--- src/rtl/ats_defines.vh ---
`ifndef ATS_DEFINES_VH
`define ATS_DEFINES_VH

// ----------------------------------------------------------------------
// Host register select codes on host_addr.
// ----------------------------------------------------------------------
`define ATS_REG_ERROR 4'h1
`define ATS_REG_FEATURE 4'h1
`define ATS_REG_COUNT 4'h2
`define ATS_REG_LBA_LOW 4'h3
`define ATS_REG_DEVICE 4'h6
`define ATS_REG_STATUS 4'h7
`define ATS_REG_COMMAND 4'h7
`define ATS_REG_CONTROL 4'hE

// ----------------------------------------------------------------------
// Status byte bit positions.
// ----------------------------------------------------------------------
`define ATS_ST_BUSY 7
`define ATS_ST_READY 6
`define ATS_ST_FAULT 5
`define ATS_ST_SEEK 4
`define ATS_ST_DREQ 3
`define ATS_ST_CORRECTED 2
`define ATS_ST_INDEX 1
`define ATS_ST_ERR 0

// ----------------------------------------------------------------------
// Other field positions and reset values.
// ----------------------------------------------------------------------
`define ATS_ERR_ABORT 2
`define ATS_CTL_HOB 7
`define ATS_CTL_SOFT_RESET 2
`define ATS_CTL_IRQ_DIS 1
`define ATS_DEV_SEL 4
`define ATS_PW_ID_BIT 0
`define ATS_PW_LEVEL_BIT 8
`define ATS_MASTER_PW_WORD 16'h2020
`define ATS_BYTE_ZERO 8'h00
`define ATS_SECT_MAX28 17'h0_0100
`define ATS_SECT_MAX48 17'h1_0000

// ----------------------------------------------------------------------
// Security command opcodes.
// ----------------------------------------------------------------------
`define ATS_OP_SEC_SET 8'hF1
`define ATS_OP_SEC_UNLOCK 8'hF2
`define ATS_OP_SEC_ERASE 8'hF4
`define ATS_OP_SEC_DISABLE 8'hF6

`endif

--- src/rtl/ats_security.v ---
`timescale 1ns/1ps
`include "ats_defines.vh"

// ----------------------------------------------------------------------
// Password store and lock state for the security feature set.
// ----------------------------------------------------------------------
module ats_security (
   input wire ref_clk,
   input wire reset_n,
   input wire pw_we,
   input wire [4:0] pw_index,
   input wire [15:0] pw_word,
   input wire [7:0] op,
   input wire op_done,
   input wire user_pw_saved,
   output reg locked,
   output wire pw_ok,
   output reg user_pw_store
);

   reg [15:0] master_pw [0:15]; // Master password words.
   reg [15:0] user_pw [0:15]; // User password words.
   reg [15:0] ctl_word; // Word 0 of the password block.
   reg hit_master; // All words so far match the master password.
   reg hit_user; // All words so far match the user password.
   reg level_max; // Maximum security level selected.
   reg boot; // First cycle after reset release.
   wire [4:0] slot; // Password word index, zero based.
   wire use_master; // The block names the master password.
   integer i;

   assign slot = pw_index - 5'd1;
   assign use_master = ctl_word[`ATS_PW_ID_BIT];

   // Verdict on the password block for the running command.
   // A non-security opcode always passes.
   assign pw_ok = (op == `ATS_OP_SEC_UNLOCK) ?
         (use_master ? (hit_master & ~level_max) : hit_user) :
      (op == `ATS_OP_SEC_ERASE) ?
         (use_master ? hit_master : (hit_user & ~level_max)) :
      (op == `ATS_OP_SEC_DISABLE) ?
         (use_master ? (hit_master & ~level_max) : hit_user) :
      1'b1;

   // ----------------------------------------------------------------------
   // Password capture, comparison and lock state.
   // ----------------------------------------------------------------------
   // The lock level is caught one cycle after reset release, since a
   // flip-flop under reset may only take a constant.
   always @(posedge ref_clk) begin
      if (!reset_n) begin
         locked <= 1'b0;
         boot <= 1'b1;
         level_max <= 1'b0;
         user_pw_store <= 1'b0;
         ctl_word <= 16'h0000;
         hit_master <= 1'b1;
         hit_user <= 1'b1;
         for (i = 0; i < 16; i = i + 1) begin
            master_pw[i] <= `ATS_MASTER_PW_WORD;
            user_pw[i] <= 16'h0000;
         end
      end else begin
         if (boot) begin
            boot <= 1'b0;
            locked <= user_pw_saved;
            user_pw_store <= user_pw_saved;
         end
         if (pw_we) begin
            if (pw_index == 5'd0) begin
               ctl_word <= pw_word;
               hit_master <= 1'b1;
               hit_user <= 1'b1;
            end else if (pw_index <= 5'd16) begin
               hit_master <= hit_master & (pw_word == master_pw[slot[3:0]]);
               hit_user <= hit_user & (pw_word == user_pw[slot[3:0]]);
               // Words are written as they stream in during a set.
               if (op == `ATS_OP_SEC_SET) begin
                  if (use_master) begin
                     master_pw[slot[3:0]] <= pw_word;
                  end else begin
                     user_pw[slot[3:0]] <= pw_word;
                  end
               end
            end
         end
         if (op_done & pw_ok) begin
            case (op)
               `ATS_OP_SEC_SET: begin
                  // A new master leaves the lock alone; a user one arms
                  // it for the next power-on only.
                  if (!use_master) begin
                     user_pw_store <= 1'b1;
                     level_max <= ctl_word[`ATS_PW_LEVEL_BIT];
                  end
               end
               `ATS_OP_SEC_UNLOCK: begin
                  locked <= 1'b0;
               end
               `ATS_OP_SEC_ERASE: begin
                  locked <= 1'b0;
                  user_pw_store <= 1'b0;
               end
               `ATS_OP_SEC_DISABLE: begin
                  locked <= 1'b0;
                  user_pw_store <= 1'b0;
               end
               default: begin
                  locked <= locked;
               end
            endcase
         end
      end
   end

endmodule

--- src/rtl/ats_task_file.v ---
`timescale 1ns/1ps
`include "ats_defines.vh"

module ats_task_file #(
   parameter DEV_ID = 1'b0
) (
   input wire ref_clk,
   input wire reset_n,
   input wire host_wr,
   input wire host_rd,
   input wire [3:0] host_addr,
   input wire [7:0] host_wdata,
   output reg [7:0] host_rdata,
   output wire host_interrupt,
   output reg cmd_start,
   output reg [7:0] cmd_opcode,
   output reg [7:0] cmd_feature,
   output reg [16:0] cmd_sectors,
   input wire cmd_done,
   input wire cmd_fail,
   input wire [15:0] cmd_left,
   input wire init_done,
   input wire write_fault,
   input wire seek_begin,
   input wire seek_end,
   input wire power_save,
   input wire xfer_ready,
   input wire index_mark,
   input wire pw_we,
   input wire [4:0] pw_index,
   input wire [15:0] pw_word,
   input wire user_pw_saved,
   output wire user_pw_store,
   output wire sec_locked
);

   // ----------------------------------------------------------------------
   // Command engine states.
   // ----------------------------------------------------------------------
   localparam ST_IDLE = 3'b001; // Waiting for a command.
   localparam ST_EXEC = 3'b010; // Back end owns the command.
   localparam ST_SOFT = 3'b100; // Held by the soft reset bit.

   reg [2:0] state; // One-hot engine state.
   reg [7:0] count_cur; // Sector count, most recent byte.
   reg [7:0] count_prev; // Sector count, previous byte.
   reg [7:0] feature; // Feature register.
   reg [7:0] lba_low; // Address low byte.
   reg [7:0] dev_head; // Device and head register.
   reg [7:0] error_reg; // Error register.
   reg hob; // Read back the previous bytes.
   reg soft_reset_bit; // Host soft reset.
   reg irq_disable_bit; // Host interrupt disable.
   reg ready_flag; // Device can take commands.
   reg write_fault_flag; // Sticky write fault.
   reg seek_done_flag; // Seek complete.
   reg seek_frozen; // Seek flag held after an error.
   reg error_flag; // Previous command failed.
   reg index_pulse_flag; // Index mark seen last cycle.
   reg irq_pending; // Interrupt waiting for acknowledge.
   reg [7:0] next_rdata; // Read data chosen for this access.
   wire busy_flag; // Device owns the registers.
   wire data_request_flag; // Data phase ready.
   wire corrected_flag; // Never set.
   wire [7:0] status_byte; // Assembled status.
   wire rd_status; // Host reads the status register.
   wire tf_wr; // Accepted write to a task-file register.
   wire cmd_wr; // Accepted write of a command.
   wire cmd_ok; // Opcode accepted for execution.
   wire pw_ok; // Password verdict for the running command.
   wire finish; // Back end ends the command.
   wire fail; // Command ends in failure.
   wire cmd_ext; // Opcode uses 48-bit addressing.

   // ----------------------------------------------------------------------
   // Opcode decoding.
   // ----------------------------------------------------------------------
   // Supported opcode set, with subcode checks for the paired codes.
   function ats_valid;
      input [7:0] op;
      input [7:0] sub;
      begin
         case (op)
            8'hB0: ats_valid = (sub >= 8'hD0) && (sub <= 8'hDB) &&
               (sub != 8'hD7);
            8'hB1: ats_valid = (sub >= 8'hC0) && (sub <= 8'hC3);
            8'hF9: ats_valid = (sub <= 8'h04);
            8'hE5, 8'h98, 8'h70, 8'hEF, 8'h37, 8'h92, 8'h90, 8'hE7,
            8'hC6, 8'hEA, 8'hEC, 8'hE6, 8'h99, 8'hE3, 8'h97, 8'hE1,
            8'h95, 8'h91, 8'hE4, 8'h25, 8'hC8, 8'hC9, 8'h2F, 8'hC4,
            8'h29, 8'hF8, 8'h27, 8'hE2, 8'h96, 8'h24, 8'hE0, 8'h94,
            8'h20, 8'hE8, 8'h21, 8'h35, 8'h42, 8'hCA, 8'h40, 8'hCB,
            8'h41, 8'h3F, 8'hC5, 8'h39, 8'hF3, 8'h34, 8'hF4, 8'h30,
            8'hF5, 8'h31, 8'hF1, 8'hF2, 8'hF6: ats_valid = 1'b1;
            default: ats_valid = 1'b0;
         endcase
      end
   endfunction

   // Commands that address the media; refused while locked.
   function ats_media;
      input [7:0] op;
      begin
         case (op)
            8'h20, 8'h21, 8'h24, 8'h25, 8'h29, 8'h30, 8'h31, 8'h34,
            8'h35, 8'h39, 8'h40, 8'h41, 8'h42, 8'h70, 8'hC4, 8'hC5,
            8'hC8, 8'hC9, 8'hCA, 8'hCB: ats_media = 1'b1;
            default: ats_media = 1'b0;
         endcase
      end
   endfunction

   // Commands with 48-bit addressing and a 16-bit count.
   function ats_ext;
      input [7:0] op;
      begin
         case (op)
            8'h24, 8'h25, 8'h27, 8'h29, 8'h2F, 8'h34, 8'h35, 8'h37,
            8'h39, 8'h3F, 8'h42: ats_ext = 1'b1;
            default: ats_ext = 1'b0;
         endcase
      end
   endfunction

   // Expands the count; zero stands for the largest count.
   function [16:0] ats_count;
      input ext;
      input [7:0] hi;
      input [7:0] lo;
      begin
         if (ext) begin
            ats_count = ({hi, lo} == 16'h0000) ? `ATS_SECT_MAX48 :
               {1'b0, hi, lo};
         end else begin
            ats_count = (lo == `ATS_BYTE_ZERO) ? `ATS_SECT_MAX28 :
               {9'h000, lo};
         end
      end
   endfunction

   // ----------------------------------------------------------------------
   // Status and access qualification.
   // ----------------------------------------------------------------------
   // During the data phase busy drops so that data request can be seen.
   assign busy_flag = state[2] | (state[1] & ~xfer_ready);
   assign data_request_flag = state[1] & xfer_ready;
   assign corrected_flag = 1'b0;

   // The remaining bits are not valid while busy, so they read zero.
   assign status_byte = busy_flag ? 8'h80 : {
      1'b0,
      ready_flag,
      write_fault_flag,
      seek_done_flag,
      data_request_flag,
      corrected_flag,
      index_pulse_flag,
      error_flag};

   assign rd_status = host_rd & (host_addr == `ATS_REG_STATUS);
   // Task-file writes are dropped while busy; control stays open so the
   // soft reset can still be released.
   assign tf_wr = host_wr & ~busy_flag &
      (host_addr != `ATS_REG_CONTROL);
   // A command needs an idle engine and a ready device.
   assign cmd_wr = tf_wr & (host_addr == `ATS_REG_COMMAND) &
      state[0] & ready_flag;
   assign cmd_ok = ats_valid(host_wdata, feature) &
      ~(sec_locked & ats_media(host_wdata));
   assign cmd_ext = ats_ext(host_wdata);
   assign finish = state[1] & cmd_done;
   assign fail = cmd_fail | ~pw_ok;

   // Interrupt is gated by enable and device select.
   assign host_interrupt = irq_pending & ~irq_disable_bit &
      (dev_head[`ATS_DEV_SEL] == DEV_ID);

   // ----------------------------------------------------------------------
   // Host read path.
   // ----------------------------------------------------------------------
   // Any read while busy returns the status byte.
   always @* begin
      next_rdata = `ATS_BYTE_ZERO;
      if (busy_flag) begin
         next_rdata = status_byte;
      end else begin
         case (host_addr)
            `ATS_REG_ERROR: next_rdata = error_reg;
            `ATS_REG_COUNT: next_rdata = hob ? count_prev : count_cur;
            `ATS_REG_LBA_LOW: next_rdata = lba_low;
            `ATS_REG_DEVICE: next_rdata = dev_head;
            `ATS_REG_STATUS: next_rdata = status_byte;
            `ATS_REG_CONTROL: next_rdata = status_byte;
            default: next_rdata = `ATS_BYTE_ZERO;
         endcase
      end
   end

   // Read data is registered and holds until the next read.
   always @(posedge ref_clk) begin
      if (!reset_n) begin
         host_rdata <= `ATS_BYTE_ZERO;
      end else if (host_rd) begin
         host_rdata <= next_rdata;
      end
   end

   // ----------------------------------------------------------------------
   // Status flags.
   // ----------------------------------------------------------------------
   // Clears from a status read come first so that a set in the same
   // cycle wins and no event is lost.
   always @(posedge ref_clk) begin
      if (!reset_n) begin
         ready_flag <= 1'b0;
         write_fault_flag <= 1'b0;
         seek_done_flag <= 1'b0;
         seek_frozen <= 1'b0;
         index_pulse_flag <= 1'b0;
      end else begin
         ready_flag <= ready_flag | init_done;
         index_pulse_flag <= index_mark;
         if (rd_status) begin
            write_fault_flag <= 1'b0;
            seek_frozen <= 1'b0;
         end
         if (write_fault) begin
            write_fault_flag <= 1'b1;
         end
         if ((finish & fail) | (cmd_wr & ~cmd_ok)) begin
            seek_frozen <= 1'b1;
         end
         // Power save overrides the freeze; otherwise the flag follows
         // the seek only while not frozen or on the releasing read.
         if (power_save) begin
            seek_done_flag <= 1'b1;
         end else if (~seek_frozen | rd_status) begin
            if (seek_end) begin
               seek_done_flag <= 1'b1;
            end else if (seek_begin) begin
               seek_done_flag <= 1'b0;
            end
         end
      end
   end

   // ----------------------------------------------------------------------
   // Registers, command engine and completion.
   // ----------------------------------------------------------------------
   always @(posedge ref_clk) begin
      if (!reset_n) begin
         state <= ST_IDLE;
         count_cur <= `ATS_BYTE_ZERO;
         count_prev <= `ATS_BYTE_ZERO;
         feature <= `ATS_BYTE_ZERO;
         lba_low <= `ATS_BYTE_ZERO;
         dev_head <= `ATS_BYTE_ZERO;
         error_reg <= `ATS_BYTE_ZERO;
         hob <= 1'b0;
         soft_reset_bit <= 1'b0;
         irq_disable_bit <= 1'b0;
         error_flag <= 1'b0;
         irq_pending <= 1'b0;
         cmd_start <= 1'b0;
         cmd_opcode <= `ATS_BYTE_ZERO;
         cmd_feature <= `ATS_BYTE_ZERO;
         cmd_sectors <= 17'h0_0000;
      end else begin
         cmd_start <= 1'b0;
         if (rd_status) begin
            irq_pending <= 1'b0;
         end
         if (host_wr & (host_addr == `ATS_REG_CONTROL)) begin
            hob <= host_wdata[`ATS_CTL_HOB];
            soft_reset_bit <= host_wdata[`ATS_CTL_SOFT_RESET];
            irq_disable_bit <= host_wdata[`ATS_CTL_IRQ_DIS];
         end
         if (tf_wr) begin
            hob <= 1'b0;
            case (host_addr)
               `ATS_REG_FEATURE: feature <= host_wdata;
               `ATS_REG_COUNT: begin
                  count_prev <= count_cur;
                  count_cur <= host_wdata;
               end
               `ATS_REG_LBA_LOW: lba_low <= host_wdata;
               `ATS_REG_DEVICE: dev_head <= host_wdata;
               default: hob <= 1'b0;
            endcase
         end
         if (cmd_wr) begin
            error_flag <= 1'b0;
            error_reg <= `ATS_BYTE_ZERO;
            if (cmd_ok) begin
               state <= ST_EXEC;
               cmd_start <= 1'b1;
               cmd_opcode <= host_wdata;
               cmd_feature <= feature;
               cmd_sectors <= ats_count(cmd_ext, count_prev, count_cur);
            end else begin
               // Refused at once; status is refreshed with the error.
               error_flag <= 1'b1;
               error_reg[`ATS_ERR_ABORT] <= 1'b1;
               irq_pending <= 1'b1;
            end
         end
         if (finish) begin
            state <= ST_IDLE;
            irq_pending <= 1'b1;
            if (fail) begin
               error_flag <= 1'b1;
               error_reg[`ATS_ERR_ABORT] <= 1'b1;
               count_cur <= cmd_left[7:0];
               count_prev <= cmd_left[15:8];
            end else begin
               count_cur <= `ATS_BYTE_ZERO;
               count_prev <= `ATS_BYTE_ZERO;
            end
         end
         // Soft reset abandons any command and overrides the state and pending interrupt.
         if (soft_reset_bit) begin
            state <= ST_SOFT;
            irq_pending <= 1'b0;
         end else if (state[2]) begin
            state <= ST_IDLE;
         end
      end
   end

   // ----------------------------------------------------------------------
   // Security lock and password store.
   // ----------------------------------------------------------------------
   ats_security ats_security_inst (
      .ref_clk(ref_clk),
      .reset_n(reset_n),
      .pw_we(pw_we),
      .pw_index(pw_index),
      .pw_word(pw_word),
      .op(cmd_opcode),
      .op_done(finish & ~cmd_fail),
      .user_pw_saved(user_pw_saved),
      .locked(sec_locked),
      .pw_ok(pw_ok),
      .user_pw_store(user_pw_store)
   );

endmodule
--- config.mk ---
export PLATFORM = sky130hd
export DESIGN_NAME = ats_task_file
export DESIGN_NICKNAME = d
export VERILOG_FILES = /design/src/rtl/ats_security.v /design/src/rtl/ats_task_file.v
export VERILOG_INCLUDE_DIRS = /design/src /design/src/rtl
export SDC_FILE = /design/constraint.sdc
export NUM_CORES = 1
export LEC_CHECK = 0
export BUFFER_PORTS_ARGS = -buffer_cell sky130_fd_sc_hd__buf_2
export CORE_ASPECT_RATIO = 0.9
export CORE_MARGIN = 1
export CORE_UTILIZATION = 50
export CTS_CLUSTER_SIZE = 8
export DETAILED_ROUTE_END_ITERATION = 7
export GPL_ROUTABILITY_DRIVEN = 0
export PLACE_DENSITY = 0.69
export SKIP_LAST_GASP = 1
export SYNTH_ARGS = -nofsm -noshare
export SYNTH_HDL_FRONTEND = slang
export SYNTH_SLANG_ARGS = --single-unit
--- constraint.sdc ---
create_clock -name ref_clk -period 4.5 [get_ports ref_clk]
set_input_delay 0.9 -clock ref_clk [delete_from_list [all_inputs] [get_ports ref_clk]]
set_output_delay 0.9 -clock ref_clk [all_outputs]
set_load 0.02 [all_outputs]
Word-level counts from Yosys, hierarchy flattened

Memory sizes are Yosys's and may differ from the RTL's.
Index checks and enable logic that the tools add are counted.

Bits in registers: 111
RAM bits: 512
Memories: 2

Memories:

| name                        | words | bits a word | read ports | clocked after Yosys merged registers in | write ports | line              | source |
|---|---|---|---|---|---|---|---|
| ats_security_inst.master_pw | 16    | 16          | 1          | 0                                       | 16          | ats_security.v:21 | `reg [15:0] master_pw [0:15];` |
| ats_security_inst.user_pw   | 16    | 16          | 1          | 0                                       | 16          | ats_security.v:22 | `reg [15:0] user_pw [0:15];` |

Add/sub/neg operators: 1
Magnitude comparators: 6
Eq/ne operators: 71
Multiplexer cells: 79
Bitwise gates (word level): 39
Reductions and logical operators: 37

Operators with widths:

| kind                                                                   | number |
|---|---|
| 8-bit equality test (second input constant)                            | 42 |
| 8-bit by 6-bit equality test with 1-bit output (second input constant) | 14 |
| 8-bit two-way mux                                                      | 11 |
| 53-bit OR reduction                                                    | 1 |
| 1-bit two-way mux                                                      | 51 |
| 8-bit one-hot mux with 5 select lines                                  | 1 |
| 17-bit two-way mux                                                     | 2 |
| 16-bit equality test                                                   | 2 |
| 8-bit by 7-bit equality test with 1-bit output (second input constant) | 4 |
| 16-bit two-way mux                                                     | 2 |
| 16-bit OR reduction                                                    | 2 |
| 1-bit AND                                                              | 22 |
| 2-bit AND reduction                                                    | 10 |
| 20-bit OR reduction                                                    | 1 |
| 8-bit >= comparator (second input constant)                            | 2 |
| 8-bit <= comparator (second input constant)                            | 2 |
| 16-bit logical NOT                                                     | 1 |
| 3-bit two-way mux                                                      | 4 |
| 1-bit NOT                                                              | 12 |
| 2-bit nonzero test                                                     | 6 |
| 11-bit OR reduction                                                    | 1 |
| 9-bit two-way mux                                                      | 1 |
| 4-bit by 2-bit equality test with 1-bit output (second input constant) | 2 |
| 4-bit by 3-bit equality test with 1-bit output (second input constant) | 2 |
| 22 further kinds                                                       | 35 |

Depth between registers and ports, before layout

Gate-level depths: netlist of the first run.

Depth after elaboration: 13
Mapped depth: 14
Depth with buffers taken out: 9

Cells and area by module

Synthesis of the first run repeated with hierarchy kept, for this count alone.

Cell total of the unflattened synthesis: 2373
Area, all modules: 29599.6 µm²

Modules (own cells, without submodules):

| module        | times used | cells each | area each (µm²) | sequential area each (µm²) |
|---|---|---|---|---|
| ats_security  | 1          | 1838       | 25035.3         | 15534.9 |
| ats_task_file | 1          | 535        | 4564.4          | 1921.8 |

Worst setup path before layout of the first run

Ideal clock, no wire load.

Path type: input -> register
Start point: input port pw_index[0]
End point: memory ats_security_inst.master_pw[3][0], enable pin
Arrival: 4.343 ns
Data required time: 4.089 ns
Slack: -0.255 ns
Cell stages on the path: 12
Cell sequence: clkbuf_1 > buf_2 > buf_2 > inv_1 > ha_1 > nor3b_1 > xnor2_1 > nor3b_1 > nand3_1 > clkbuf_1 > clkbuf_1 > o21ai_0

RTL lines:

| element     | line               | source |
|---|---|---|
| from (decl) | ats_task_file.v:30 | `input wire [4:0] pw_index,` |
| to (decl)   | ats_security.v:21  |  |

Final worst setup path of the first run

Start point: input port pw_index[0]
End point: register ats_security_inst.hit_user

Cells in the longest elaborated chain, start to end: 6

Ends and longest elaborated chain:

| element                                     | line              | source |
|---|---|---|
| 4-bit by 1-bit subtractor with 4-bit output | ats_security.v:32 | `assign slot = pw_index - 5'd1;` |
| memory read 16 x 16 bit                     | n/a               |  |
| 16-bit equality test                        | ats_security.v:76 | `hit_user <= hit_user & (pw_word == user_pw[slot[3:0]]);` |
| 1-bit AND                                   | ats_security.v:76 |  |
| 1-bit two-way mux                           | ats_security.v:74 | `end else if (pw_index <= 5'd16) begin` |
| 1-bit two-way mux                           | ats_security.v:70 | `if (pw_index == 5'd0) begin` |
| to (signal assigned)                        | ats_security.v:76 |  |
| to (decl)                                   | ats_security.v:25 | `reg hit_user;` |

Parallel ways exist; a longest one is shown, timed or not. The select of a mux whose other input is x is not followed.
A chain may end at the register's enable or synchronous reset.

==> results of run 1 <==
[layout by cell type, fill, tap and decap left out, types with 3 or more instances in the layout]
cell       count
edfxtp_1     512
and2_1       487
mux4_2       128
mux2i_1      126
buf_2        107
dfxtp_1      104
nor2_1        99
buf_4         91
clkbuf_16     88
nand2_1       58
a21oi_1       58
clkbuf_1      39
nand3_1       38
o21ai_1       38
xor2_1        33
or3_1         33
o21ai_0       33
buf_12        22
a211oi_1      20
a22oi_1       17
nor4_1        11
inv_1          8
nor3b_1        8
nor2b_1        8
a221oi_1       7
and3_1         6
o2bb2ai_1      6
nor3_1         5
nand2b_1       5
nand4_1        4
xnor2_1        4
a311oi_1       4
and4b_1        3
nor4b_1        3
a31o_1         3
ha_1           3
clkinv_8       3
[power groups by stage]
stage / Clock (W) / Combinational, W / Sequential [W]
global placement: 0 / 0.00113 / 0.00654
global route: 0.00633 / 0.00121 / 0.00646
detailed placement: 0 / 0.00114 / 0.00655
floorplan: 0 / 0.000731 / 0.00653
finish: 0.00602 / 0.00114 / 0.00644
CTS: 0.00609 / 0.00115 / 0.00644
[worst reg2reg max path, stage by stage, from the launching register on]
cell and delay (ns):
dfxtp_1 0.31, and4b_1 0.38, nand4_1 0.31, nor3b_1 0.27, buf_4 0.15, nor2b_1 0.17, nand2_1 0.37, o21ai_1 0.38
buf_12 0.20
[routing by layer]
metal  wire [µm]  share of wire, %  vias up  track usage [%]
met5           0                 0        -                0
li1            -                 -     7928                -
met4        1540               2.1        0             6.70
met2       35100                48      675             40.5
met1       31200                43     9031             36.4
met3        4850               6.7      113             4.53
[stage by stage]
stage,area [µm²],std cells
final,32900,3016
after global routing,32900,3016
after CTS,32900,3015
after detailed placement,30400,2880
after global placement,30400,2880
after floorplan,28600,2103
[layout make-up]
class,instances,area (µm²),area share [%]
sequential,616,17500,53.0
multi-input combinational,1278,10300,31.4
clock buffer,128,2360,7.18
timing repair buffer,221,1670,5.08
tap,756,946,2.87
clock inverter,7,116,0.354
inverter,9,33.8,0.103
antenna,1,2.50,0.00760
[logic make-up (layout without fill, tap and decap cells)]
group / after synthesis / after routing / synth area share (%)
compound gates: 205 / 205 / 4.51
xor+xnor: 39 / 39 / 1.20
fa+ha+maj: 4 / 4 / 0.175
buf+inv: 209 / 365 / 2.90
flops: 616 / 616 / 61.1
mux: 255 / 255 / 14.5
other cells: 0 / 1 / 0
simple gates: 775 / 775 / 15.6
[worst paths after layout]
check	start	end	slack (ns)	cells after the start
setup / recovery	pw_index[0]	ats_security_inst.hit_user	1.20	11
hold / removal	lba_low[5]	lba_low[5]	0.46	2
setup reg to reg	cmd_opcode[3]	ats_security_inst.user_pw[7][2]	1.64	8
hold reg to reg	lba_low[5]	lba_low[5]	0.46	2
==> summary.md, run 1 <==
| Metric | Value |
|---|---|
| Outcome | `finished clean` |
| Biggest regs | `ats_security_inst.master_pw (256), ats_security_inst.user_pw (256), cmd_sectors (17)` |
| Area delta synth->final | `15.2%` |
| Power Total | `0.0136 W` |
| HP Class | `flop to flop` |
| Tcrit/Tclk final | `73.4%` |
| Critical Path Most Common Cell | `mux2i_1` |
| Hold_buf cts | `0` |
| CP top delay family | `multiplexers` |
| Switch Pwr | `0.00313 W` |
| Postcts setup bufs | `0` |
| Sequential share of the synthesized area | `61.1%` |
| Share of the synthesized area in the top cell type | `53.8%` |
| Post-Syn Instances | `2,103` |
| IO Pins | `109` |
| Pwr per Cell Area | `413 nW/µm²` |
| Post-layout util | `58.8%` |
| Switch share | `23.0%` |
| Sink Count | `616` |
| CTS root buf | `clkbuf_16` |
| Detailed-placement wirelength estimate | `45,300 µm` |
| Latest clock arrival within the worst-skew pair | `0.63 ns` |
| Critical Path, Cell by Cell | `clkbuf_8 -> inv_1 -> ha_4 -> buf_4 -> mux4_2 -> mux2i_1 -> mux2i_1 -> xor2_1 -> nor4_1 -> nand4_1 -> a21oi_1` |
| Core Area | `56,000 µm²` |
| Biggest area consumer among synthesized cells | `edfxtp_1` |
| Most common library cells after synthesis | `512 x edfxtp_1, 487 x and2_1, 146 x clkbuf_1` |
| Seq cells post-synth | `616` |
| Worst-path fanout max | `19` |
| Final net count | `2,281` |
| Worst slew pin tran | `1.22 ns` |
| PostCTS Resize Cnt | `0` |
| EDFF count, synth | `512` |
| Hold Violations, Final | `0` |
| Sequential share of power | `47.4%` |
| Design internal power | `0.0105 W` |
| Lkg Pwr | `12.2 nW` |
| Core Rows | `82` |
| Post-place setup slack | `0.541 ns` |
| Worst setup path class | `input port to flop` |
| Worst vdd ir | `0.319 mV` |
| Max-Cap Viols | `0` |
| Worst Path Required | `5.05 ns` |
| Clock slew at reported path FFs | `0.05 ns` |
| Worst setup EP type | `flop` |
| Buf+Inv Stages, Crit Path | `3` |
| Final setup margin | `1.20 ns` |
| RSZ-0062 raised after global routing | `false` |
| # setup viols final | `0` |
| DR vias/cell | `5.88` |
| Height of the die | `229 µm` |
| Setup TNS | `0 ns` |
| Clock buffer count from CTS | `87` |
| CTS Buffer Depth | `3` |
| Post-synth cell types | `59` |
| GRT Util Overall | `25.5%` |
| Netlist Area Pre-Place | `28,600 µm²` |
| Vias in the first global route | `17,800` |
| CTS tree | `built` |
| YS warnings | `0` |
| Combinational share of power | `8.4%` |
| Grt total ovfl | `0` |
| Post-synth ARST share | `0%` |
| ANT nets after route | `0` |
| I/O Buffers | `108` |
| Post-route DRC violation count | `0` |
| Max Clock Skew | `0.0175 ns` |
| WP data arrival | `3.85 ns` |
| Slew Viols, Final | `0` |
| WL final | `72,700 µm` |
| Detailed-route via count | `17,700` |
| Mean Syn Cell Area | `13.6 µm²` |
| Syn_nets | `2,171` |
| WHS | `0.459 ns` |
| CTS HTree Levels | `3` |
| Largest stage delay, worst path | `0.50 ns` |
| Die W | `254 µm` |
| Minimum clock period | `3.30 ns` |
| Dominant synthesized flop cell | `edfxtp_1` |
| Die area | `58,100 µm²` |
| Initial antenna violation count | `2` |
| Critical-path top delay cell | `ha_4` |
| Fill count | `4,367` |
| Clock network fraction of design power | `44.2%` |
| Max transition margin | `19.0%` |
| Initial Utilization | `51.0%` |
| DRT Pass-1 Iters | `5` |
| Initial detailed-routing violation count | `1,703` |
| Ranking of synthesized cells by area | `edfxtp_1 54%, and2_1 11%, mux4_2 10%` |
| Achievable frequency | `303 MHz` |
| Layout cells sized above 1 | `20.1%` |
| Count leader, synth | `edfxtp_1` |
| Critical Path Source Type | `input port` |
| Largest net degree at the start of global routing | `65` |
| First-pass GRT wire length | `111,000 µm` |
| WL per Instance | `24.1 µm` |
Power figures use the tool's default switching activity.
==> run 2: changes to the inputs <==
PLACE_DENSITY = 0.67   (was 0.69)
clock period = 3.2 ns   (was 4.5 ns; I/O delays follow)
==> summary.md, run 2 (synthesized netlist as in run 1, its figures left out) <==
| Metric | Value |
|---|---|
| Clock slew at reported path FFs | `0.05 ns` |
| Clock buffer count from CTS | `86` |
| Pwr per Cell Area | `564 nW/µm²` |
| DRT Pass-1 Iters | `5` |
| Post-route DRC violation count | `0` |
| Hold path depth | `3` |
| Worst Path Required | `3.76 ns` |
| Critical Path Source Type | `input port` |
| Slew Viols, Final | `0` |
| Biggest regs | `ats_security_inst.master_pw (256), ats_security_inst.user_pw (256), cmd_sectors (17)` |
| Lkg Pwr | `12.5 nW` |
| Core Rows | `82` |
| Grt total ovfl | `0` |
| First-pass GRT wire length | `115,000 µm` |
| Max-Cap Viols | `0` |
| Initial Utilization | `51.0%` |
| Initial detailed-routing violation count | `1,505` |
| Die area | `58,100 µm²` |
| Detailed-placement wirelength estimate | `49,200 µm` |
| Die W | `254 µm` |
| Max Clock Skew | `0.0216 ns` |
| Tcrit/Tclk final | `83.8%` |
| Outcome | `finished clean` |
| Detailed-route via count | `17,900` |
| RSZ-0062 raised after global routing | `false` |
| IO Pins | `109` |
| Post-layout util | `60.5%` |
| Worst-path fanout max | `18` |
| Reg-to-Reg Start | `cmd_opcode[5]` |
| Achievable frequency | `373 MHz` |
| CTS Buffer Depth | `3` |
| Vias in the first global route | `18,200` |
| Hold Violations, Final | `0` |
| Worst setup path class | `input port to flop` |
| Height of the die | `229 µm` |
| GRT Util Overall | `26.9%` |
| Final net count | `2,318` |
| I/O Buffers | `108` |
| Area delta synth->final | `18.7%` |
| Postcts setup bufs | `0` |
| Worst setup EP type | `flop` |
| Latest clock arrival within the worst-skew pair | `0.62 ns` |
| HP Class | `input port to flop` |
| PostCTS Resize Cnt | `0` |
| Hold Path Origin | `init_done` |
| Sink Count | `616` |
| Hold_buf cts | `0` |
| ANT nets after route | `0` |
| Most common cell after layout, fill and taps aside | `edfxtp_1` |
| Largest net degree at the start of global routing | `83` |
| Max transition margin | `39.3%` |
| Worst vdd ir | `0.389 mV` |
| WL final | `76,300 µm` |
| Initial antenna violation count | `6` |
| CTS HTree Levels | `3` |
| CTS root buf | `clkbuf_16` |
| Layout cells sized above 1 | `23.2%` |
| WL per Instance | `25.1 µm` |
| WP data arrival | `3.24 ns` |
| Most frequent cells in the layout | `512 x edfxtp_1, 487 x and2_1, 128 x mux4_2` |
| Worst slew pin tran | `0.911 ns` |
| DR vias/cell | `5.88` |
| R2r worst-path depth | `9` |
| Core Area | `56,000 µm²` |
| Power Total | `0.0191 W` |
| CP startpoint | `pw_index[0]` |
| Minimum clock period | `2.68 ns` |
| Fill count | `4,380` |
| CTS tree | `built` |
| # setup viols final | `0` |
==> run 2: cell count changes in the layout (fill, tap and decap cells not counted), sizes merged <==
cell / previous run / this run
inv: 12 / 11
clkbuf: 129 / 120
buf: 220 / 258
clkinv: 3 / 1
bufinv: 1 / 0
diode: 1 / 4
==> run 2: through the flow <==
stage               hold WS [ns]  setup TNS, ns  setup WS [ns]  cells  instance area, µm²
floorplan                  0.430              0         0.0278   2103               29100
global placement           0.448         -0.121         -0.102   2918               31500
detailed placement         0.450         -0.130        -0.0664   2918               31500
CTS                        0.205              0          0.574   3040               33900
global route               0.227              0          0.429   3044               33900
finish                     0.232              0          0.520   3044               33900
==> run 2: worst max-delay path, cell delays in order <==
cell and delay (ns):
clkbuf_8 0.11, inv_1 0.08, ha_4 0.45, buf_12 0.22, buf_4 0.16, mux4_2 0.28, mux2i_1 0.43, mux2i_1 0.16
xor2_1 0.19, nor4_1 0.22, nand4_1 0.12, a21oi_1 0.16
==> run 2: worst paths after layout <==
kind / end / slack, ns
min: ready_flag / 0.23
max: ats_security_inst.hit_master / 0.52
max reg2reg: ats_security_inst.user_pw[13][2] / 0.81
min reg2reg: lba_low[0] / 0.46
==> run 2: power by group <==
part           total [W]  internal [W]  switching, W
sequential       0.00907       0.00896      0.000101
combinational    0.00180      0.000759       0.00104
clock            0.00827       0.00503       0.00324
==> run 2: area by class of cell <==
class | count | area, µm² | share of cell area (%)
Clock inverter | 3 | 33.8 | 0.0996
Tap cell | 756 | 946 | 2.79
Multi-Input combinational cell | 1278 | 10700 | 31.6
Antenna cell | 4 | 10.0 | 0.0295
Inverter | 9 | 33.8 | 0.0996
Sequential cell | 616 | 17500 | 51.5
Clock buffer | 119 | 2360 | 6.96
Timing Repair Buffer | 259 | 2340 | 6.89
==> run 2: layer usage <==
layer	GRT usage (%)	share of wire (%)	vias to the layer above
met5	0	0.029	-
met2	42.2	47	656
li1	-	-	7974
met1	36.8	41	9121
met4	9.88	3.3	4
met3	6.00	7.7	150
